`src/include/cmfc_pkg.sv`:
```
// Constants and carrier types of the charger mode and fault controller
// ----------------------------------------------------------------------------
// Functional notes
// - Flag hold-loop limiting; ramp current slowly up to limit or hold point.
// - Decode 3-bit hold threshold code into eight equal rising voltage steps.
// - At foldback temperature cap charge output current at 550 mA.
// - Above trip temperature suspend charging, fault 101, pulse status pin.
// - In thermal suspend freeze timers and state; resume once cooled.
// - Input between minimum and battery+offset: sleep and block reverse current.
// - Input below minimum while charging: stop, pulse pin, state 11, fault 011.
// - After low-input stop, retry only if input recovered after two seconds.
// - Input over-voltage: open input transistor, suspend, fault 001, state 11.
// - Clear over-voltage below hysteresis level; resume only after revalidation.
// - No switching pulses for 30 ms: fault 100, state 11, pulse pin.
// - Termination near float: state 10, discharge for detect time, present 000.
// - Battery below presence level after discharge: no-battery mode, fault 111.
// - Below short threshold charge only from linear precharge source.
// - No battery: keep charging; exit on power reconnect or enable toggle.
// - Status pin open idle, low while charging if enabled, 2 Hz on fault.
// - Fault codes 000,001,010,011,100,101,111; code 110 unused.
// - Charge only when disable pin, inhibit and high-impedance bits are 0.
// - Mode: pin boost, else high-impedance, else no-charge on fault, else register boost, else charge.
// - Boost request pin active high if polarity bit 1, else active low.
// - Pin-requested boost starts even with high-impedance bit set.
// - Register-requested boost only while high-impedance bit is 0.
// - After termination show state 00 for 30 ms, then 10.
// - Input must stay valid 30 ms before any charge start or restart.
// ----------------------------------------------------------------------------
package cmfc_pkg;

    // ------------------------------------------------------------------------
    // Timing
    // ------------------------------------------------------------------------
    localparam int CLK_HZ         = 50_000_000;
    localparam int CYC_PER_MS     = CLK_HZ / 1000;
    localparam int T_VALID_MS     = 30;
    localparam int T_TERM_MS      = 30;
    localparam int T_BOVP_MS      = 30;
    localparam int T_RETRY_MS     = 2000;
    localparam int T_DETECT_MS    = 10;
    localparam int T_RAMP_US      = 100;
    localparam int BLINK_HZ       = 2;
    localparam int CYC_VALID      = T_VALID_MS * CYC_PER_MS;
    localparam int CYC_TERM       = T_TERM_MS * CYC_PER_MS;
    localparam int CYC_BOVP       = T_BOVP_MS * CYC_PER_MS;
    localparam int CYC_RETRY      = T_RETRY_MS * CYC_PER_MS;
    localparam int CYC_DETECT     = T_DETECT_MS * CYC_PER_MS;
    localparam int CYC_RAMP       = T_RAMP_US * (CLK_HZ / 1_000_000);
    localparam int CYC_BLINK_HALF = CLK_HZ / (2 * BLINK_HZ);
    localparam int TMR_W          = 27;

    // ------------------------------------------------------------------------
    // Field encodings
    // ------------------------------------------------------------------------
    localparam logic [2:0]  FC_NONE    = 3'h0;
    localparam logic [2:0]  FC_OVP     = 3'h1;
    localparam logic [2:0]  FC_SLEEP   = 3'h2;
    localparam logic [2:0]  FC_LOWIN   = 3'h3;
    localparam logic [2:0]  FC_BATOVP  = 3'h4;
    localparam logic [2:0]  FC_THERMAL = 3'h5;
    localparam logic [2:0]  FC_NOBAT   = 3'h7;
    localparam logic [1:0]  CS_READY   = 2'h0;
    localparam logic [1:0]  CS_CHARGE  = 2'h1;
    localparam logic [1:0]  CS_DONE    = 2'h2;
    localparam logic [1:0]  CS_FAULT   = 2'h3;
    localparam logic [12:0] HOLD_BASE_MV = 13'h1081;
    localparam logic [12:0] HOLD_STEP_MV = 13'h004B;
    localparam logic [9:0]  FOLDBACK_MA  = 10'h226;

    typedef enum logic [6:0] {
        ST_VALIDATE = 7'b0000001,
        ST_CHARGE   = 7'b0000010,
        ST_TERM     = 7'b0000100,
        ST_DETECT   = 7'b0001000,
        ST_DONE     = 7'b0010000,
        ST_LOWIN    = 7'b0100000,
        ST_NOBAT    = 7'b1000000
    } cmfc_state_t;

    typedef enum logic [3:0] {
        MODE_CHARGE = 4'b0001,
        MODE_NOCHG  = 4'b0010,
        MODE_BOOST  = 4'b0100,
        MODE_HIZ    = 4'b1000
    } cmfc_mode_t;

    // ------------------------------------------------------------------------
    // Carriers
    // ------------------------------------------------------------------------
    typedef struct packed {
        logic vbus_above_min;
        logic vbus_over_ovp;
        logic vbus_below_ovp_hyst;
        logic vbus_below_sleep;
        logic die_over_foldback;
        logic die_over_trip;
        logic bat_below_short;
        logic bat_above_presence;
        logic term_current;
        logic near_float;
        logic pwm_pulse;
        logic hold_loop_limiting;
        logic current_limit_reached;
    } cmfc_sense_t;

    typedef struct packed {
        logic       disable_pin;
        logic       charge_inhibit_bit;
        logic       high_impedance_bit;
        logic       boost_request_bit;
        logic       otg_pin_enable_bit;
        logic       otg_pin_polarity_bit;
        logic       otg_pin;
        logic       status_pin_enable_bit;
        logic       termination_enable_bit;
        logic       active_low_enable_pin;
        logic [2:0] vbus_hold_threshold;
        logic [2:0] charge_current_limit;
    } cmfc_ctrl_t;

    typedef struct packed {
        logic [2:0]  fault_code;
        logic [1:0]  charge_state_field;
        cmfc_mode_t  mode;
        logic        vbus_hold_active_flag;
        logic [12:0] hold_threshold_mv;
        logic [2:0]  ramp_level;
        logic [9:0]  current_cap_ma;
        logic        charge_enable;
        logic        foldback_active;
        logic        precharge_enable;
        logic        pwm_enable;
        logic        input_blocking_on;
        logic        reverse_block_on;
        logic        detect_discharge_on;
        logic        boost_enable;
        logic        no_battery_mode;
    } cmfc_status_t;

    typedef struct packed {
        cmfc_state_t  fsm;
        logic         susp;
        logic         ovp;
        logic         lowin;
        logic         bovp;
        logic         enn_prev;
        logic         blink;
        logic         pin_oe;
        cmfc_status_t status;
    } cmfc_core_t;

    typedef struct packed {
        logic [TMR_W-1:0] cnt;
        logic             hit;
    } cmfc_tmr_t;

endpackage

```
`src/hdl/cmfc_cycle_timer.sv`:
```
// Cycle counter used for timeouts and rate dividers
`timescale 1ns/10ps
`default_nettype none
module cmfc_cycle_timer #(
    parameter bit RELOAD = 1'b0
) (
    input  wire logic                      clk,
    input  wire logic                      nrst,
    input  wire logic                      run,
    input  wire logic                      clr,
    input  wire logic [cmfc_pkg::TMR_W-1:0] limit,
    output logic                           hit
);
    import cmfc_pkg::*;

    cmfc_tmr_t q;
    cmfc_tmr_t next_q;

    // Saturating mode holds hit until clr; reload mode gives one-cycle ticks
    always_comb begin
        next_q = q;
        if (RELOAD) begin
            next_q.hit = 1'b0;
        end
        if (clr) begin
            next_q = '0;
        end else if (run) begin
            if (q.cnt >= limit - 1'b1) begin
                next_q.hit = 1'b1;
                if (RELOAD) begin
                    next_q.cnt = '0;
                end
            end else begin
                next_q.cnt = q.cnt + 1'b1;
            end
        end
    end

    always_ff @(posedge clk) begin
        if (!nrst) begin
            q <= '0;
        end else begin
            q <= next_q;
        end
    end

    assign hit = q.hit;
endmodule // cmfc_cycle_timer
`default_nettype wire

```
`src/hdl/cmfc_charger_ctrl.sv`:
```
// Supervisory mode, fault and status-pin logic of the charger
`timescale 1ns/10ps
`default_nettype none
module cmfc_charger_ctrl #(
    parameter int CYC_VALID_P  = cmfc_pkg::CYC_VALID,
    parameter int CYC_TERM_P   = cmfc_pkg::CYC_TERM,
    parameter int CYC_BOVP_P   = cmfc_pkg::CYC_BOVP,
    parameter int CYC_RETRY_P  = cmfc_pkg::CYC_RETRY,
    parameter int CYC_DETECT_P = cmfc_pkg::CYC_DETECT,
    parameter int CYC_RAMP_P   = cmfc_pkg::CYC_RAMP,
    parameter int CYC_BLINK_P  = cmfc_pkg::CYC_BLINK_HALF
) (
    input  wire logic                 clk,
    input  wire logic                 nrst,
    input  wire cmfc_pkg::cmfc_sense_t sense,
    input  wire cmfc_pkg::cmfc_ctrl_t  ctrl,
    output cmfc_pkg::cmfc_status_t     status,
    output logic                      status_pin_o,
    output logic                      status_pin_oe
);
    import cmfc_pkg::*;

    cmfc_core_t       q;
    cmfc_core_t       next_q;
    logic             chg_ok;
    logic             pin_boost;
    logic             reg_boost;
    logic             sleep;
    logic             fault_block;
    logic             st_hit;
    logic             st_clr;
    logic [TMR_W-1:0] st_limit;
    logic             bovp_hit;
    logic             ramp_tick;
    logic             blink_tick;

    // ------------------------------------------------------------------------
    // Timers
    // ------------------------------------------------------------------------
    // One timer serves every state wait; it freezes during thermal suspend
    always_comb begin
        case (q.fsm)
            ST_TERM:   st_limit = TMR_W'(CYC_TERM_P);
            ST_DETECT: st_limit = TMR_W'(CYC_DETECT_P);
            ST_LOWIN:  st_limit = TMR_W'(CYC_RETRY_P);
            default:   st_limit = TMR_W'(CYC_VALID_P);
        endcase
    end

    assign st_clr = (next_q.fsm != q.fsm) ||
                    (q.fsm == ST_VALIDATE &&
                     !(sense.vbus_above_min && !sense.vbus_over_ovp &&
                       !q.ovp));

    cmfc_cycle_timer #(.RELOAD(1'b0)) u_state_tmr (
        .clk   (clk),
        .nrst  (nrst),
        .run   (!q.susp),
        .clr   (st_clr),
        .limit (st_limit),
        .hit   (st_hit)
    );

    cmfc_cycle_timer #(.RELOAD(1'b0)) u_bovp_tmr (
        .clk   (clk),
        .nrst  (nrst),
        .run   (q.status.pwm_enable && !q.susp),
        .clr   (sense.pwm_pulse || q.fsm != ST_CHARGE),
        .limit (TMR_W'(CYC_BOVP_P)),
        .hit   (bovp_hit)
    );

    cmfc_cycle_timer #(.RELOAD(1'b1)) u_ramp_div (
        .clk   (clk),
        .nrst  (nrst),
        .run   (q.status.charge_enable),
        .clr   (!q.status.charge_enable),
        .limit (TMR_W'(CYC_RAMP_P)),
        .hit   (ramp_tick)
    );

    cmfc_cycle_timer #(.RELOAD(1'b1)) u_blink_div (
        .clk   (clk),
        .nrst  (nrst),
        .run   (q.status.fault_code != FC_NONE),
        .clr   (q.status.fault_code == FC_NONE),
        .limit (TMR_W'(CYC_BLINK_P)),
        .hit   (blink_tick)
    );

    // ------------------------------------------------------------------------
    // Next state
    // ------------------------------------------------------------------------
    always_comb begin
        next_q = q;
        chg_ok = !ctrl.disable_pin && !ctrl.charge_inhibit_bit &&
                 !ctrl.high_impedance_bit;
        pin_boost = ctrl.otg_pin_enable_bit &&
                    (ctrl.otg_pin == ctrl.otg_pin_polarity_bit);
        reg_boost = ctrl.boost_request_bit &&
                    !ctrl.high_impedance_bit;
        sleep = sense.vbus_above_min && sense.vbus_below_sleep;
        next_q.enn_prev = ctrl.active_low_enable_pin;

        // Sticky fault flags; a set in the same cycle beats the clear
        if (sense.die_over_trip) begin
            next_q.susp = 1'b1;
        end else if (!sense.die_over_foldback) begin
            next_q.susp = 1'b0;
        end
        if (sense.vbus_over_ovp) begin
            next_q.ovp = 1'b1;
        end else if (sense.vbus_below_ovp_hyst) begin
            next_q.ovp = 1'b0;
        end
        if (bovp_hit) begin
            next_q.bovp = 1'b1;
        end else if (!chg_ok || q.fsm != ST_CHARGE) begin
            next_q.bovp = 1'b0;
        end

        // Sequencer; the enable bits and boost pre-empt even a suspend
        if (!chg_ok || pin_boost || reg_boost) begin
            next_q.fsm   = ST_VALIDATE;
            next_q.lowin = 1'b0;
        end else if (q.susp) begin
            next_q.fsm = q.fsm;
        end else if (next_q.ovp) begin
            next_q.fsm = ST_VALIDATE;
        end else begin
            case (q.fsm)
                ST_VALIDATE: begin
                    if (st_hit) begin
                        next_q.fsm = ST_CHARGE;
                    end
                end
                ST_CHARGE: begin
                    if (!sense.vbus_above_min) begin
                        next_q.fsm   = ST_LOWIN;
                        next_q.lowin = 1'b1;
                    end else if (ctrl.termination_enable_bit &&
                                 sense.term_current && sense.near_float) begin
                        next_q.fsm = ST_TERM;
                    end
                end
                ST_TERM: begin
                    if (st_hit) begin
                        next_q.fsm = ST_DETECT;
                    end
                end
                ST_DETECT: begin
                    if (st_hit) begin
                        next_q.fsm = sense.bat_above_presence ?
                                     ST_DONE : ST_NOBAT;
                    end
                end
                ST_LOWIN: begin
                    if (st_hit && sense.vbus_above_min) begin
                        next_q.fsm   = ST_VALIDATE;
                        next_q.lowin = 1'b0;
                    end
                end
                ST_NOBAT: begin
                    if (!sense.vbus_above_min ||
                        ctrl.active_low_enable_pin != q.enn_prev) begin
                        next_q.fsm = ST_VALIDATE;
                    end
                end
                ST_DONE: next_q.fsm = ST_DONE;
                default: next_q.fsm = ST_VALIDATE;
            endcase
        end

        // Fault code by fixed priority
        if (next_q.susp) begin
            next_q.status.fault_code = FC_THERMAL;
        end else if (next_q.ovp) begin
            next_q.status.fault_code = FC_OVP;
        end else if (next_q.lowin) begin
            next_q.status.fault_code = FC_LOWIN;
        end else if (next_q.bovp) begin
            next_q.status.fault_code = FC_BATOVP;
        end else if (sleep) begin
            next_q.status.fault_code = FC_SLEEP;
        end else if (next_q.fsm == ST_NOBAT) begin
            next_q.status.fault_code = FC_NOBAT;
        end else begin
            next_q.status.fault_code = FC_NONE;
        end
        // No battery still charges, so it does not block the charger
        fault_block = next_q.status.fault_code != FC_NONE &&
                      next_q.status.fault_code != FC_NOBAT;

        if (next_q.ovp || next_q.lowin || next_q.bovp) begin
            next_q.status.charge_state_field = CS_FAULT;
        end else begin
            case (next_q.fsm)
                ST_CHARGE, ST_NOBAT:
                    next_q.status.charge_state_field = CS_CHARGE;
                ST_DETECT, ST_DONE:
                    next_q.status.charge_state_field = CS_DONE;
                default:
                    next_q.status.charge_state_field = CS_READY;
            endcase
        end

        if (pin_boost) begin
            next_q.status.mode = MODE_BOOST;
        end else if (!chg_ok) begin
            next_q.status.mode = MODE_HIZ;
        end else if (fault_block) begin
            next_q.status.mode = MODE_NOCHG;
        end else if (reg_boost) begin
            next_q.status.mode = MODE_BOOST;
        end else begin
            next_q.status.mode = MODE_CHARGE;
        end

        next_q.status.boost_enable = next_q.status.mode == MODE_BOOST;
        next_q.status.charge_enable = next_q.status.mode == MODE_CHARGE &&
            (next_q.fsm == ST_CHARGE || next_q.fsm == ST_NOBAT) &&
            !next_q.susp;
        next_q.status.no_battery_mode = next_q.fsm == ST_NOBAT;
        next_q.status.precharge_enable = next_q.status.charge_enable &&
                                         sense.bat_below_short;
        next_q.status.pwm_enable = next_q.status.charge_enable &&
                                   !sense.bat_below_short;
        next_q.status.foldback_active = next_q.status.charge_enable &&
                                        sense.die_over_foldback;
        next_q.status.current_cap_ma = next_q.status.foldback_active ?
                                       FOLDBACK_MA : '0;
        next_q.status.input_blocking_on = !next_q.ovp;
        next_q.status.reverse_block_on = sleep ||
                                         next_q.status.mode == MODE_HIZ;
        next_q.status.detect_discharge_on = next_q.fsm == ST_DETECT &&
                                            !next_q.susp;
        next_q.status.vbus_hold_active_flag = next_q.status.charge_enable &&
                                              sense.hold_loop_limiting;
        next_q.status.hold_threshold_mv = HOLD_BASE_MV +
            13'(ctrl.vbus_hold_threshold) * HOLD_STEP_MV;

        // Slow ramp stops at the programmed limit or at the hold point
        if (!next_q.status.charge_enable) begin
            next_q.status.ramp_level = '0;
        end else if (ramp_tick && !sense.hold_loop_limiting &&
                     !sense.current_limit_reached &&
                     q.status.ramp_level < ctrl.charge_current_limit) begin
            next_q.status.ramp_level = q.status.ramp_level + 1'b1;
        end

        // Open drain: released idle, pulled low while charging, blinks on fault
        if (next_q.status.fault_code == FC_NONE) begin
            next_q.blink  = 1'b0;
            next_q.pin_oe = next_q.status.charge_enable &&
                            ctrl.status_pin_enable_bit;
        end else begin
            next_q.blink  = blink_tick ? !q.blink : q.blink;
            next_q.pin_oe = next_q.blink;
        end
    end

    always_ff @(posedge clk) begin
        if (!nrst) begin
            q                 <= '0;
            q.fsm             <= ST_VALIDATE;
            q.enn_prev        <= 1'b1;
            q.status.mode     <= MODE_CHARGE;
        end else begin
            q <= next_q;
        end
    end

    assign status        = q.status;
    assign status_pin_o  = 1'b0;
    assign status_pin_oe = q.pin_oe;
endmodule // cmfc_charger_ctrl
`default_nettype wire

```
`config.mk`:
```
export PLATFORM = sky130hd
export DESIGN_NAME = cmfc_charger_ctrl
export DESIGN_NICKNAME = d
export VERILOG_FILES = /design/src/include/cmfc_pkg.sv /design/src/hdl/cmfc_cycle_timer.sv /design/src/hdl/cmfc_charger_ctrl.sv
export SDC_FILE = /design/constraint.sdc
export NUM_CORES = 1
export LEC_CHECK = 0
export BUFFER_PORTS_ARGS = -buffer_cell sky130_fd_sc_hd__clkbuf_2
export CAP_MARGIN = 25
export CORE_MARGIN = 10
export CORE_UTILIZATION = 64
export CTS_CLUSTER_DIAMETER = 120
export DETAILED_ROUTE_END_ITERATION = 16
export PLACE_DENSITY = 0.85
export SLEW_MARGIN = 20
export SYNTH_ARGS = -nofsm -noshare
export SYNTH_HDL_FRONTEND = slang
export SYNTH_SLANG_ARGS = --single-unit
```
`constraint.sdc`:
```
create_clock -name clk -period 8.7 [get_ports clk]
set_clock_uncertainty 0.05 [all_clocks]
set_input_delay 0.87 -clock clk [delete_from_list [all_inputs] [get_ports clk]]
set_output_delay 0.87 -clock clk [all_outputs]
set_load 0.05 [all_outputs]
```
# Yosys cells after proc, flatten, opt, wreduce, memory -nomap -nowiden
# Cells that the tools add are included.
# word_totals
reg_bits,171
in_bits,31
out_inout_bits,47
wordCells,180
# op_classes
n_addsub,7
n_mul,1
order_cmp,5
eq_ne,19
muxes,43
bitwise,6
reduce_logical,67
# op_table
op,count
27-bit by 1-bit adder with 27-bit output (second input constant),4
7-bit two-way mux,11
27-bit case mux with 2 select lines,1
7-bit case mux with 7 select lines,1
27-bit by 13-bit greater-or-equal comparator with 1-bit output (second input constant),1
27-bit by 21-bit greater-or-equal comparator with 1-bit output (second input constant),1
27-bit by 24-bit greater-or-equal comparator with 1-bit output (second input constant),1
27-bit greater-or-equal comparator,1
27-bit two-way mux,1
27-bit by 1-bit subtractor with 27-bit output (second input constant),1
1-bit logical AND,24
3-bit two-way mux,8
1-bit zero test,15
1-bit two-way mux,15
7-bit by 2-bit equality test with 1-bit output (second input constant),2
7-bit by 4-bit equality test with 1-bit output (second input constant),2
7-bit by 5-bit equality test with 1-bit output (second input constant),2
7-bit equality test (second input constant),2
13-bit by 10-bit adder with 13-bit output (first input constant),1
2-bit AND reduction,6
2-bit OR reduction,6
1-bit logical OR,10
3-bit by 7-bit multiplier with 10-bit output (second input constant),1
10-bit two-way mux,1
other kinds (21),30

# Depth between registers and ports, before layout
# Gate-level depths: netlist of run 1.
# depth
depth_word,25
depth_mapped,14
mapped_depth_nobuf,12

# Modules after synthesis
# Synthesis of run 1 repeated with hierarchy kept, for this count alone.
# hier_totals
hier_cells,1530
area_unflattened_um2,12687.2
# by_module_without_submodules
mod,instances,cells_each,area_per_inst_um2,seq_area_each_um2
cmfc_charger_ctrl,1,372,3150.5,960.9
cmfc_cycle_timer at u_bovp_tmr,1,313,2528.7,560.5
cmfc_cycle_timer at u_state_tmr,1,294,2419.8,560.5
cmfc_cycle_timer at u_ramp_div,1,275,2304.7,560.5
cmfc_cycle_timer at u_blink_div,1,276,2283.4,560.5

# Worst setup path after synthesis of run 1
# Ideal clock, no wire load.
# synth_path
kind,register to register
start,register q[53] (netlist name)
end,register u_state_tmr.q[24] (netlist name)
setup_ns,0.117
arrival_ns,3.217
required_time_ns,8.533
slack_ns,5.316
path_stages_with_launch,14
n_path_buf,2
synth_period_minus_slack_ns,3.384
path_cell_list,dfxtp_1 -> buf_4 -> nor4_4 -> nand3_1 -> ha_1 -> and4_1 -> a221o_1 -> a21oi_1 -> o2111ai_1 -> a211oi_1 -> clkbuf_1 -> nand3_1 -> xor2_1 -> nor2_1
# synth_via
elab_chain_len,9
word_cells_on_any_way,27
cone_classes,add/sub (1); order compare (1); eq/ne (8); mux (12); bitwise (1); reduce/logical (4)
# synth_lines
item,line_no,text
start: declaration,cmfc_charger_ctrl.sv:23,cmfc_core_t q;
start signal: assignment,cmfc_charger_ctrl.sv:269,q <= next_q;
"parallel branches: the longest is 9 deep, another holds 27-bit by 1-bit subtractor with 27-bit output",-,
end signal: assignment,cmfc_cycle_timer.sv:43,q <= next_q;
end: declaration,cmfc_cycle_timer.sv:16,cmfc_tmr_t q;
# Several ways; the timed one is not identified.
# A chain may end at the register's enable or synchronous reset.

# Worst setup path in the final report of run 1
# layout_path
start,register q[52] (netlist name)
end,register u_state_tmr.q[21] (netlist name)
# Same word-level chain as after synthesis.

==> flow_summary.yaml, run 1 <==
outcome:
  status: "finished clean"
final_layout:
  layout_common_cells: "dfxtp_1, nor2_1, clkbuf_2"
  diodes: 0
  final_common_cell: "dfxtp_1"
  layout.cells.non_filler: 1080
  area_delta_synth_final_pct: 9.90
  drive_above_1_share: 0.130
  final_net_count: 985
setup_path:
  cp.required_ps: 9000
  cp-end-kind: "flip-flop"
  arrival_ps: 4060
  worst_setup_path_start_kind: "flip-flop"
  criticalPathCategory: "flip-flop to flip-flop"
  cp_max_fo: 24
placement:
  globalplace.congestion: 0.939
  dp.cells: 1046
  io_buffers: 69
  dp_hpwl_um: 11600
timing:
  period_share: 0.433
  finalHoldViolations: 0
  fin_setup_tns_ps: 0
  rsz0062_at_grt: "false"
  worstMarginPinSlew_ps: 818
  finalCriticalPeriod_ps: 3760
  maxSlewViolCount: 0
  clock.fmax_mhz: 266
  relSlewSlack: 0.454
  setup_viol_count_final: 0
grt:
  track_usage: 0.200
  grt_pass1_wl_um: 27800
  grt_antenna_before_repair: 0
  grt_pass1_vias: 6008
  grt_remaining_overflow: 0
  grt_max_degree: 29
die:
  die_w_um: 130
  num_io_pins: 78
  initial_core_util: 0.650
  rows: 40
  die_h_um: 130
  core_mm2: 0.0120
  die_area_mm2: 0.0170
logic_synthesis:
  ys.flop_type: "dfxtp_1"
  ys_seq_area_frac: 0.412
  yosysTopAreaCellShare: 0.412
  syn_inst: 880
  yosys_warnings: 0
  synth-async-reset-ratio: 0
  syn_area_per_cell_um2: 8.84
  synth-seq-cells: 160
  syn-cell-area_mm2: 0.00778
  synth_edf_count: 0
  synthTopCellsByArea: "dfxtp_1, xor2_1, nor2_1, ha_1, buf_4"
  synth_cell_type_count: 70
  synth_top_area_cell: "dfxtp_1"
power_and_ir_drop:
  p_comb_frac: 0.065
  p_leak_nw: 3.47
  pwr-share-clk: 0.465
  p_seq_frac: 0.470
  netSwitchingFraction: 0.246
  switchingPower_mw: 0.394
  power.internal_mw: 1.21
  ir_drop_v: 0.000160
  power.density_mw_per_mm2: 188
route:
  ant_nets: 0
  routedWlPerCell_um: 15.4
  drc: 0
  routed_wl_um: 16600
  drt_iter0_markers: 281
  firstDrtPassIters: 5
  dr_total_vias: 6162
  via_per_inst: 5.71
clock_tree:
  cts_tree: "built"
  clk_latency_ps: 430
  clk_pin_slew_ps: 60
  root_buffer: "clkbuf_16"
  cts_made_buffers: 17
  htreeDepth: 4
  cts_num_sinks: 160
  cts_buffer_depth: 2
  ctsResizeCount: 0
  cts_setup_buffers: 0
  hold_buffers: 0
hold_path:
  hold_class: "flip-flop to flip-flop"
run:
  cap_viol_max_count: 0
## stage by stage
step / worst slack [ps] / total power, mW / hold slack [ps] / instance area [µm²] / utilization
2_1_floorplan: 5320 / 0.857 / 368 / 7870 / -
3_3_place_gp: 4940 / 0.870 / 382 / 7930 / 0.663
3_5_place_dp: 4870 / 0.873 / 391 / 7930 / 0.663
4_1_cts: 4980 / 1.61 / 400 / 8530 / 0.713
5_1_grt: 4650 / 1.65 / 424 / 8550 / 0.714
6_report: 4940 / 1.60 / 396 / 8550 / 0.714
## synth_stat cells, drive strengths merged (21+ instances only)
master  count
a21oi      27
and3       22
buf        53
clkbuf     22
dfxtp     160
ha         33
inv        21
nand2      54
nand3      39
nand4      34
nor2      128
nor3       22
xnor2      22
xor2       66
## critical path, cell delays in order, from the launching register on
cell	delay, ps
dfxtp_1	460
nor4_4	500
nand3_1	270
ha_1	370
and4_1	210
a221o_1	350
a21oi_1	150
o2111ai_1	150
a211oi_2	200
buf_4	310
nand3_1	170
or3_1	350
a21oi_1	140
## final cells by class
type / instances / area, µm²
clock buffers: 18 / 439
clock inverters: 14 / 156
fillers: 900 / 3420
inverters: 23 / 87.6
multi-input cells: 646 / 4110
flip-flops and latches: 160 / 3200
well taps: 147 / 184
repair buffers: 72 / 369
## power by group through the flow
stage	clock, mW	sequential (mW)	combinational (mW)
2_1_floorplan	0	0.768	0.0884
3_3_place_gp	0	0.770	0.101
3_5_place_dp	0	0.770	0.103
4_1_cts	0.752	0.754	0.103
5_1_grt	0.786	0.755	0.112
6_report	0.745	0.754	0.104
## sequential cells by signal, indices dropped and copies added (netlist names)
name and count:
u_ramp_div.hit 1, u_blink_div.q 27, status 34, status_pin_oe 1
u_bovp_tmr.q 27, u_ramp_div.q 27, u_state_tmr.hit 1, q 13
u_bovp_tmr.hit 1, u_state_tmr.q 27, u_blink_div.hit 1
## cell families (layout without fill, tap and decap cells)
family / count (synthesis) / after routing / synth area share
flops: 160 / 160 / 0.412
fa+ha+maj: 34 / 34 / 0.0557
mux: 4 / 4 / 0.00515
other cells: 1 / 25 / 0.000482
compound gates: 113 / 113 / 0.102
xor+xnor: 88 / 88 / 0.0991
simple gates: 382 / 382 / 0.253
buf+inv: 98 / 127 / 0.0722
## routing by layer
metal  share of wire  vias up  GRT usage
li1                -     3082          -
met1            0.44     2888      0.240
met2            0.49      156      0.333
met3           0.050       36     0.0507
met4           0.023        0     0.0893
met5               0        -          0
## worst paths after layout
path	start	to	slack, ps	cells after the start
max reg2reg	q[52]	u_state_tmr.q[21]	4940	12
min	u_ramp_div.q[1]	u_ramp_div.q[1]	400	1
max	q[52]	u_state_tmr.q[21]	4940	12
min reg2reg	u_ramp_div.q[1]	u_ramp_div.q[1]	400	1
(Power assumes the default switching activity.)
==> run 2, diff against run 1 <==
--- a/config.mk
+++ b/config.mk
@@ -5,13 +5,14 @@
 export SDC_FILE = /design/constraint.sdc
 export NUM_CORES = 1
 export LEC_CHECK = 0
+export ABC_AREA = 1
 export BUFFER_PORTS_ARGS = -buffer_cell sky130_fd_sc_hd__clkbuf_2
 export CAP_MARGIN = 25
 export CORE_MARGIN = 10
-export CORE_UTILIZATION = 64
+export CORE_UTILIZATION = 60
 export CTS_CLUSTER_DIAMETER = 120
 export DETAILED_ROUTE_END_ITERATION = 16
-export PLACE_DENSITY = 0.85
+export PLACE_DENSITY = 0.8
 export SLEW_MARGIN = 20
 export SYNTH_ARGS = -nofsm -noshare
 export SYNTH_HDL_FRONTEND = slang
==> constraint.sdc (replaced) <==
create_clock -name clk -period 3.85 [get_ports clk]
set_clock_uncertainty 0.05 [all_clocks]
set_input_delay 0.385 -clock clk [delete_from_list [all_inputs] [get_ports clk]]
set_output_delay 0.385 -clock clk [all_outputs]
set_load 0.05 [all_outputs]
==> flow_summary.yaml, run 2 <==
setup_path:
  cp.depth: 20
  r2r_setup_slack_ps: 520
  criticalPathCategory: "flip-flop to flip-flop"
  crit_slowest_cell: "dfxtp_1"
  startpoint: "q[54]"
  worstSetupEndpoint: "u_state_tmr.q[25]"
  crit_path_max_incr_delay_ps: 350
  rr_worst_depth: 20
  r2r_end: "u_state_tmr.q[25]"
  crit_chain: "nor2_2 > nand2_2 > nor2_4 > inv_1 > ha_1 > nand2_1 > inv_1 > o21ai_0 > nand2_1 > nand2_1 > nand2_1 > nor2_2 > nand4_4 > nor2_2 > nand4_1 > nor2_1 > nand4_1 > nand2_1 > nand2_1 > nor2_1"
  cp-end-kind: "flip-flop"
  crit_top_cell: "nand2_1"
  rr_startpoint: "q[54]"
  worst_path_dominant_cell_family: "simple AND/OR/NAND/NOR gates"
  arrival_ps: 3650
  cp_max_fo: 18
  worst_setup_path_start_kind: "flip-flop"
  cp.required_ps: 4170
  path_buf_inv: 2
final_layout:
  diodes: 0
  drive_above_1_share: 0.138
  nFillCells: 1196
  fin_area_mm2: 0.00954
  layout_common_cells: "nand2_1, nor2_1, inv_1"
  top_register: "status"
  area_delta_synth_final_pct: 9.89
  final_net_count: 1331
  largest_reg_flops: 34
  utilization: 0.679
  final_common_cell: "nand2_1"
run:
  cap_viol_max_count: 0
logic_synthesis:
  synth-simple-area-share: 0.325
  syn-cell-area_mm2: 0.00868
  yosys_warnings: 0
  syn_inst: 1214
  netlist_top_cells_count: "nand2_1, nor2_1, inv_1"
  synthAdderAreaFrac: 0.0499
  synth_edf_count: 0
  synth-async-reset-ratio: 0
  synthTopCellsByArea: "dfxtp_1, nand2_1, nor2_1, inv_1, ha_1"
  synth_cell_type_count: 55
  ys_seq_area_frac: 0.369
  syn_area_per_cell_um2: 7.15
  synth-compound-area-share: 0.0945
  synth_top_family_by_area: "simple AND/OR/NAND/NOR gates"
  synth_xor_area_frac: 0.0333
  ys.flop_type: "dfxtp_1"
  synth_top_area_cell: "dfxtp_1"
  synth-seq-cells: 160
  yosysTopAreaCellShare: 0.369
  synth.most_common_cell: "nand2_1"
  synthMuxAreaShare: 0.00231
clock_tree:
  cts_buffer_depth: 2
  clk_latency_ps: 430
  htreeDepth: 4
  hold_buffers: 0
  ctsResizeCount: 0
  cts_tree: "built"
  cts_num_sinks: 160
  cts_setup_buffers: 0
  cts_made_buffers: 17
  root_buffer: "clkbuf_16"
  clk_pin_slew_ps: 70
timing:
  period_share: 0.865
  fin_setup_tns_ps: 0
  maxSlewViolCount: 0
  finalCriticalPeriod_ps: 3330
  relSlewSlack: 0.443
  setup_viol_count_final: 0
  clock.fmax_mhz: 300
  worst_hold_slack_ps: 75.8
  fin_ws_ps: 520
  worstMarginPinSlew_ps: 834
  finalHoldViolations: 0
  rsz0062_at_grt: "false"
grt:
  grt_pass1_vias: 7245
  grt_antenna_before_repair: 0
  grt_pass1_wl_um: 33700
  grt_max_degree: 25
  grt_remaining_overflow: 0
  track_usage: 0.202
die:
  core_mm2: 0.0140
  die_area_mm2: 0.0197
  num_io_pins: 78
  initial_core_util: 0.618
  die_w_um: 140
  die_h_um: 140
  rows: 43
power_and_ir_drop:
  p_leak_nw: 3.98
  ir_drop_v: 0.000406
  power.density_mw_per_mm2: 383
route:
  ant_nets: 0
  routedWlPerCell_um: 13.9
  routed_wl_um: 20300
  drc: 0
  via_per_inst: 5.30
  dr_total_vias: 7737
  drt_iter0_markers: 658
  firstDrtPassIters: 5
placement:
  place_ws_ps: 582
  io_buffers: 69
  dp_hpwl_um: 15000
  globalplace.congestion: 1.02
  placed_area_mm2: 0.00895
outcome:
  status: "finished clean"
hold_path:
  hold_class: "input port to flip-flop"
-- run 2: changes by cell type in the layout (fill, tap and decap cells not counted), sizes merged, moves of 12 or more --
cell | before | now
xor2 | 66 | 29
o21ai | 20 | 37
and3 | 22 | 1
nand3 | 39 | 61
a21oi | 27 | 52
and2 | 17 | 2
nor2 | 128 | 195
nor3 | 22 | 45
xnor2 | 22 | 4
a211oi | 5 | 17
nand2 | 54 | 236
inv | 25 | 185
-- run 2: layout make-up --
| cell class | count | area (µm²) | area share |
|---|---|---|---|
| well taps | 180 | 225 | 0.0236 |
| repair buffers | 74 | 383 | 0.0401 |
| clock buffers | 17 | 425 | 0.0446 |
| flip-flops and latches | 160 | 3200 | 0.336 |
| inverters | 176 | 663 | 0.0695 |
| multi-input cells | 837 | 4470 | 0.469 |
| clock inverters | 15 | 166 | 0.0174 |
-- run 2: power by group --
group	internal (mW)	leakage (nW)	total, mW	switching (mW)
Clock	0.925	0.287	1.70	0.780
Combinational	0.0622	2.39	0.252	0.190
Sequential	1.69	1.30	1.70	0.0134
-- run 2: worst reg2reg max path: cells and delay by family, from the launching register on --
kind            cells  cell delay, ps
compound gates      1              70
fa+ha+maj           1             330
buf+inv             2             200
flops               1             350
simple gates       16            2290
-- run 2: worst min-delay path by stage --
| stage | start | to | slack (ps) | depth (start not counted) |
|---|---|---|---|---|
| 2_1_floorplan | nrst | status[34] | 360 | 0 |
| 3_5_place_dp | u_bovp_tmr.q[27] | u_bovp_tmr.q[27] | 380 | 2 |
| 5_1_grt | sense[6] | status[5] | 70 | 2 |
| 6_report | sense[6] | status[5] | 80 | 2 |
| 4_1_cts | sense[6] | status[5] | 60 | 2 |
| 3_3_place_gp | u_bovp_tmr.q[27] | u_bovp_tmr.q[27] | 370 | 2 |
-- run 2: metrics by stage --
step	cells	power [mW]
3_5_place_dp	1427	1.99
2_1_floorplan	1238	1.95
4_1_cts	1459	3.67
6_report	1459	3.66
5_1_grt	1459	3.76
3_3_place_gp	1427	1.98
-- run 2: kinds of logic (layout without fill, tap and decap cells) --
logic type / count (synthesis) / after routing
other: 1 / 25
muxes: 2 / 2
DFF: 160 / 160
AOI/OAI and AO/OA: 130 / 130
adders and majority gates: 34 / 34
buffers and inverters: 241 / 282
xor gates and xnor gates: 33 / 33
and+or+nand+nor: 613 / 613
-- run 2: routing by layer --
layer | global-route usage | up-vias | wire length, µm
li1 | - | 3981 | -
met4 | 0.0859 | 0 | 580
met5 | 0 | - | 0
met1 | 0.240 | 3474 | 8850
met3 | 0.0548 | 44 | 1310
met2 | 0.335 | 238 | 9570
==> run 3, diff against run 2 <==
--- a/config.mk
+++ b/config.mk
@@ -9,11 +9,12 @@
 export BUFFER_PORTS_ARGS = -buffer_cell sky130_fd_sc_hd__clkbuf_2
 export CAP_MARGIN = 25
 export CORE_MARGIN = 10
-export CORE_UTILIZATION = 60
+export CORE_UTILIZATION = 63
 export CTS_CLUSTER_DIAMETER = 120
 export DETAILED_ROUTE_END_ITERATION = 16
-export PLACE_DENSITY = 0.8
+export PLACE_DENSITY = 0.82
 export SLEW_MARGIN = 20
 export SYNTH_ARGS = -nofsm -noshare
 export SYNTH_HDL_FRONTEND = slang
+export SYNTH_HIERARCHICAL = 1
 export SYNTH_SLANG_ARGS = --single-unit
==> flow_summary.yaml, run 3 <==
timing:
  maxSlewViolCount: 0
  finalCriticalPeriod_ps: 3350
  worst_hold_slack_ps: 81.4
  setup_viol_count_final: 0
  worstMarginPinSlew_ps: 735
  fin_setup_tns_ps: 0
  period_share: 0.869
  rsz0062_at_grt: "false"
  clock.fmax_mhz: 299
  relSlewSlack: 0.509
  finalHoldViolations: 0
final_layout:
  area_delta_synth_final_pct: 13.3
  final_net_count: 2754
  diodes: 0
  final_common_cell: "nand2_1"
  drive_above_1_share: 0.106
  layout_common_cells: "nand2_1, nor2_1, inv_1"
  largest_reg_flops: 34
  top_register: "status"
logic_synthesis:
  synthTopCellsByArea: "dfxtp_1, nand2_1, ha_1, nor2_1, inv_1"
  synth-seq-cells: 160
  ys_seq_area_frac: 0.217
  synth_top_area_cell: "dfxtp_1"
  synth.most_common_cell: "nand2_1"
  yosys_warnings: 6
  syn_area_per_cell_um2: 6.45
  synth-async-reset-ratio: 0
  ys.flop_type: "dfxtp_1"
  synth_edf_count: 0
  syn_inst: 2292
  syn-cell-area_mm2: 0.0148
  yosysTopAreaCellShare: 0.217
  netlist_top_cells_count: "nand2_1, nor2_1, inv_1"
  synth_cell_type_count: 56
power_and_ir_drop:
  netSwitchingFraction: 0.310
  p_comb_frac: 0.130
  p_leak_nw: 8.00
  ir_drop_v: 0.000270
  p_seq_frac: 0.427
  pwr-share-clk: 0.443
  switchingPower_mw: 1.23
  power.internal_mw: 2.73
  power.density_mw_per_mm2: 236
clock_tree:
  cts_tree: "built"
  cts_num_sinks: 160
  clk_latency_ps: 440
  cts_made_buffers: 17
  root_buffer: "clkbuf_16"
  hold_buffers: 0
  clk_pin_slew_ps: 80
  htreeDepth: 4
  ctsResizeCount: 0
  cts_setup_buffers: 0
  cts_buffer_depth: 2
setup_path:
  arrival_ps: 3670
  cp_max_fo: 53
  cp-end-kind: "flip-flop"
  criticalPathCategory: "flip-flop to flip-flop"
  worst_setup_path_start_kind: "flip-flop"
  cp.required_ps: 4170
die:
  die_h_um: 173
  die_area_mm2: 0.0300
  core_mm2: 0.0233
  num_io_pins: 78
  die_w_um: 173
  rows: 56
  initial_core_util: 0.636
run:
  cap_viol_max_count: 0
route:
  drc: 0
  drt_iter0_markers: 1110
  dr_total_vias: 14200
  routed_wl_um: 34000
  routedWlPerCell_um: 11.6
  ant_nets: 0
  firstDrtPassIters: 5
  via_per_inst: 4.86
placement:
  io_buffers: 69
  globalplace.congestion: 0.878
  dp_hpwl_um: 26800
grt:
  track_usage: 0.225
  grt_pass1_vias: 13300
  grt_antenna_before_repair: 0
  grt_max_degree: 54
  grt_remaining_overflow: 0
  grt_pass1_wl_um: 58700
outcome:
  status: "finished clean"
hold_path:
  hold_class: "input port to flip-flop"
[run 3: cell types whose count changed after synthesis, sizes merged, moves of 18 or more]
| cell | previous run | this run |
|---|---|---|
| buf | 56 | 74 |
| nand4 | 45 | 92 |
| inv | 176 | 357 |
| nor2 | 195 | 420 |
| xnor2 | 4 | 45 |
| xor2 | 29 | 93 |
| nand3 | 61 | 141 |
| nand2 | 236 | 569 |
| ha | 33 | 131 |
[run 3: area by class of cell]
class / instances / area [µm²]
well taps: 319 / 399
clock buffers: 17 / 425
repair buffers: 76 / 410
clock inverters: 15 / 209
multi-input cells: 1978 / 10800
flip-flops and latches: 160 / 3200
fillers: 2038 / 6510
inverters: 358 / 1350
[run 3: kinds of logic after synthesis]
| logic type | share of synthesized area |
|---|---|
| mux | 0.00203 |
| buf+inv | 0.129 |
| other cells | 0.000508 |
| simple gates | 0.416 |
| xor+xnor | 0.0817 |
| fa+ha+maj | 0.112 |
| flops | 0.217 |
| compound gates | 0.0424 |
[run 3: layer usage]
layer,global-route usage,share of wire,vias to the layer above
li1,-,-,7501
met1,0.286,0.46,6309
met2,0.392,0.48,367
met3,0.0329,0.054,30
met4,0.0517,0.010,0
met5,0,0,-
[run 3: power groups by stage]
stage / registers (mW) / logic [mW] / clock network [mW]
floorplan: 1.72 / 0.428 / 0
global placement: 1.72 / 0.475 / 0
detailed placement: 1.72 / 0.485 / 0
CTS: 1.69 / 0.487 / 1.78
global route: 1.69 / 0.586 / 1.86
finish: 1.69 / 0.515 / 1.75
[run 3: worst max-delay path: stages, from the launching register on]
cell and delay, ps:
dfxtp_1 380, nor2_2 170, nand2_2 100, inv_2 70, nand2_2 130, nand2_2 140, inv_1 130, nor2_1 120
nand2_1 80, nor2_1 160, xnor2_1 100, ha_1 300, nand2_1 70, nor2_1 40, nand3_1 60, nor2_1 50
nand2_1 70, nand2_1 90, nor2_4 90, buf_4 420, nand3_1 200, nand2_1 100, inv_1 40, nor2_1 90
[run 3: path summary, 6_finish.rpt]
check / startpoint / slack [ps] / cells past startpoint / to
worst min register to register: u_bovp_tmr/hit / 470 / 2 / u_bovp_tmr/hit
worst max register to register: q[54] / 500 / 23 / u_state_tmr/q[3]
worst min-delay path: sense[6] / 80 / 2 / status[5]
worst max-delay path: q[54] / 500 / 23 / u_state_tmr/q[3]
[run 3: through the flow]
stage	cells	util	instance area (µm²)	total power, mW	worst slack, ps
2_1_floorplan	2578	-	15900	2.15	1150
3_3_place_gp	2891	0.693	16100	2.20	673
3_5_place_dp	2891	0.693	16100	2.21	591
4_1_cts	2923	0.720	16800	3.96	549
5_1_grt	2923	0.720	16800	4.13	121
6_report	2923	0.720	16800	3.95	505
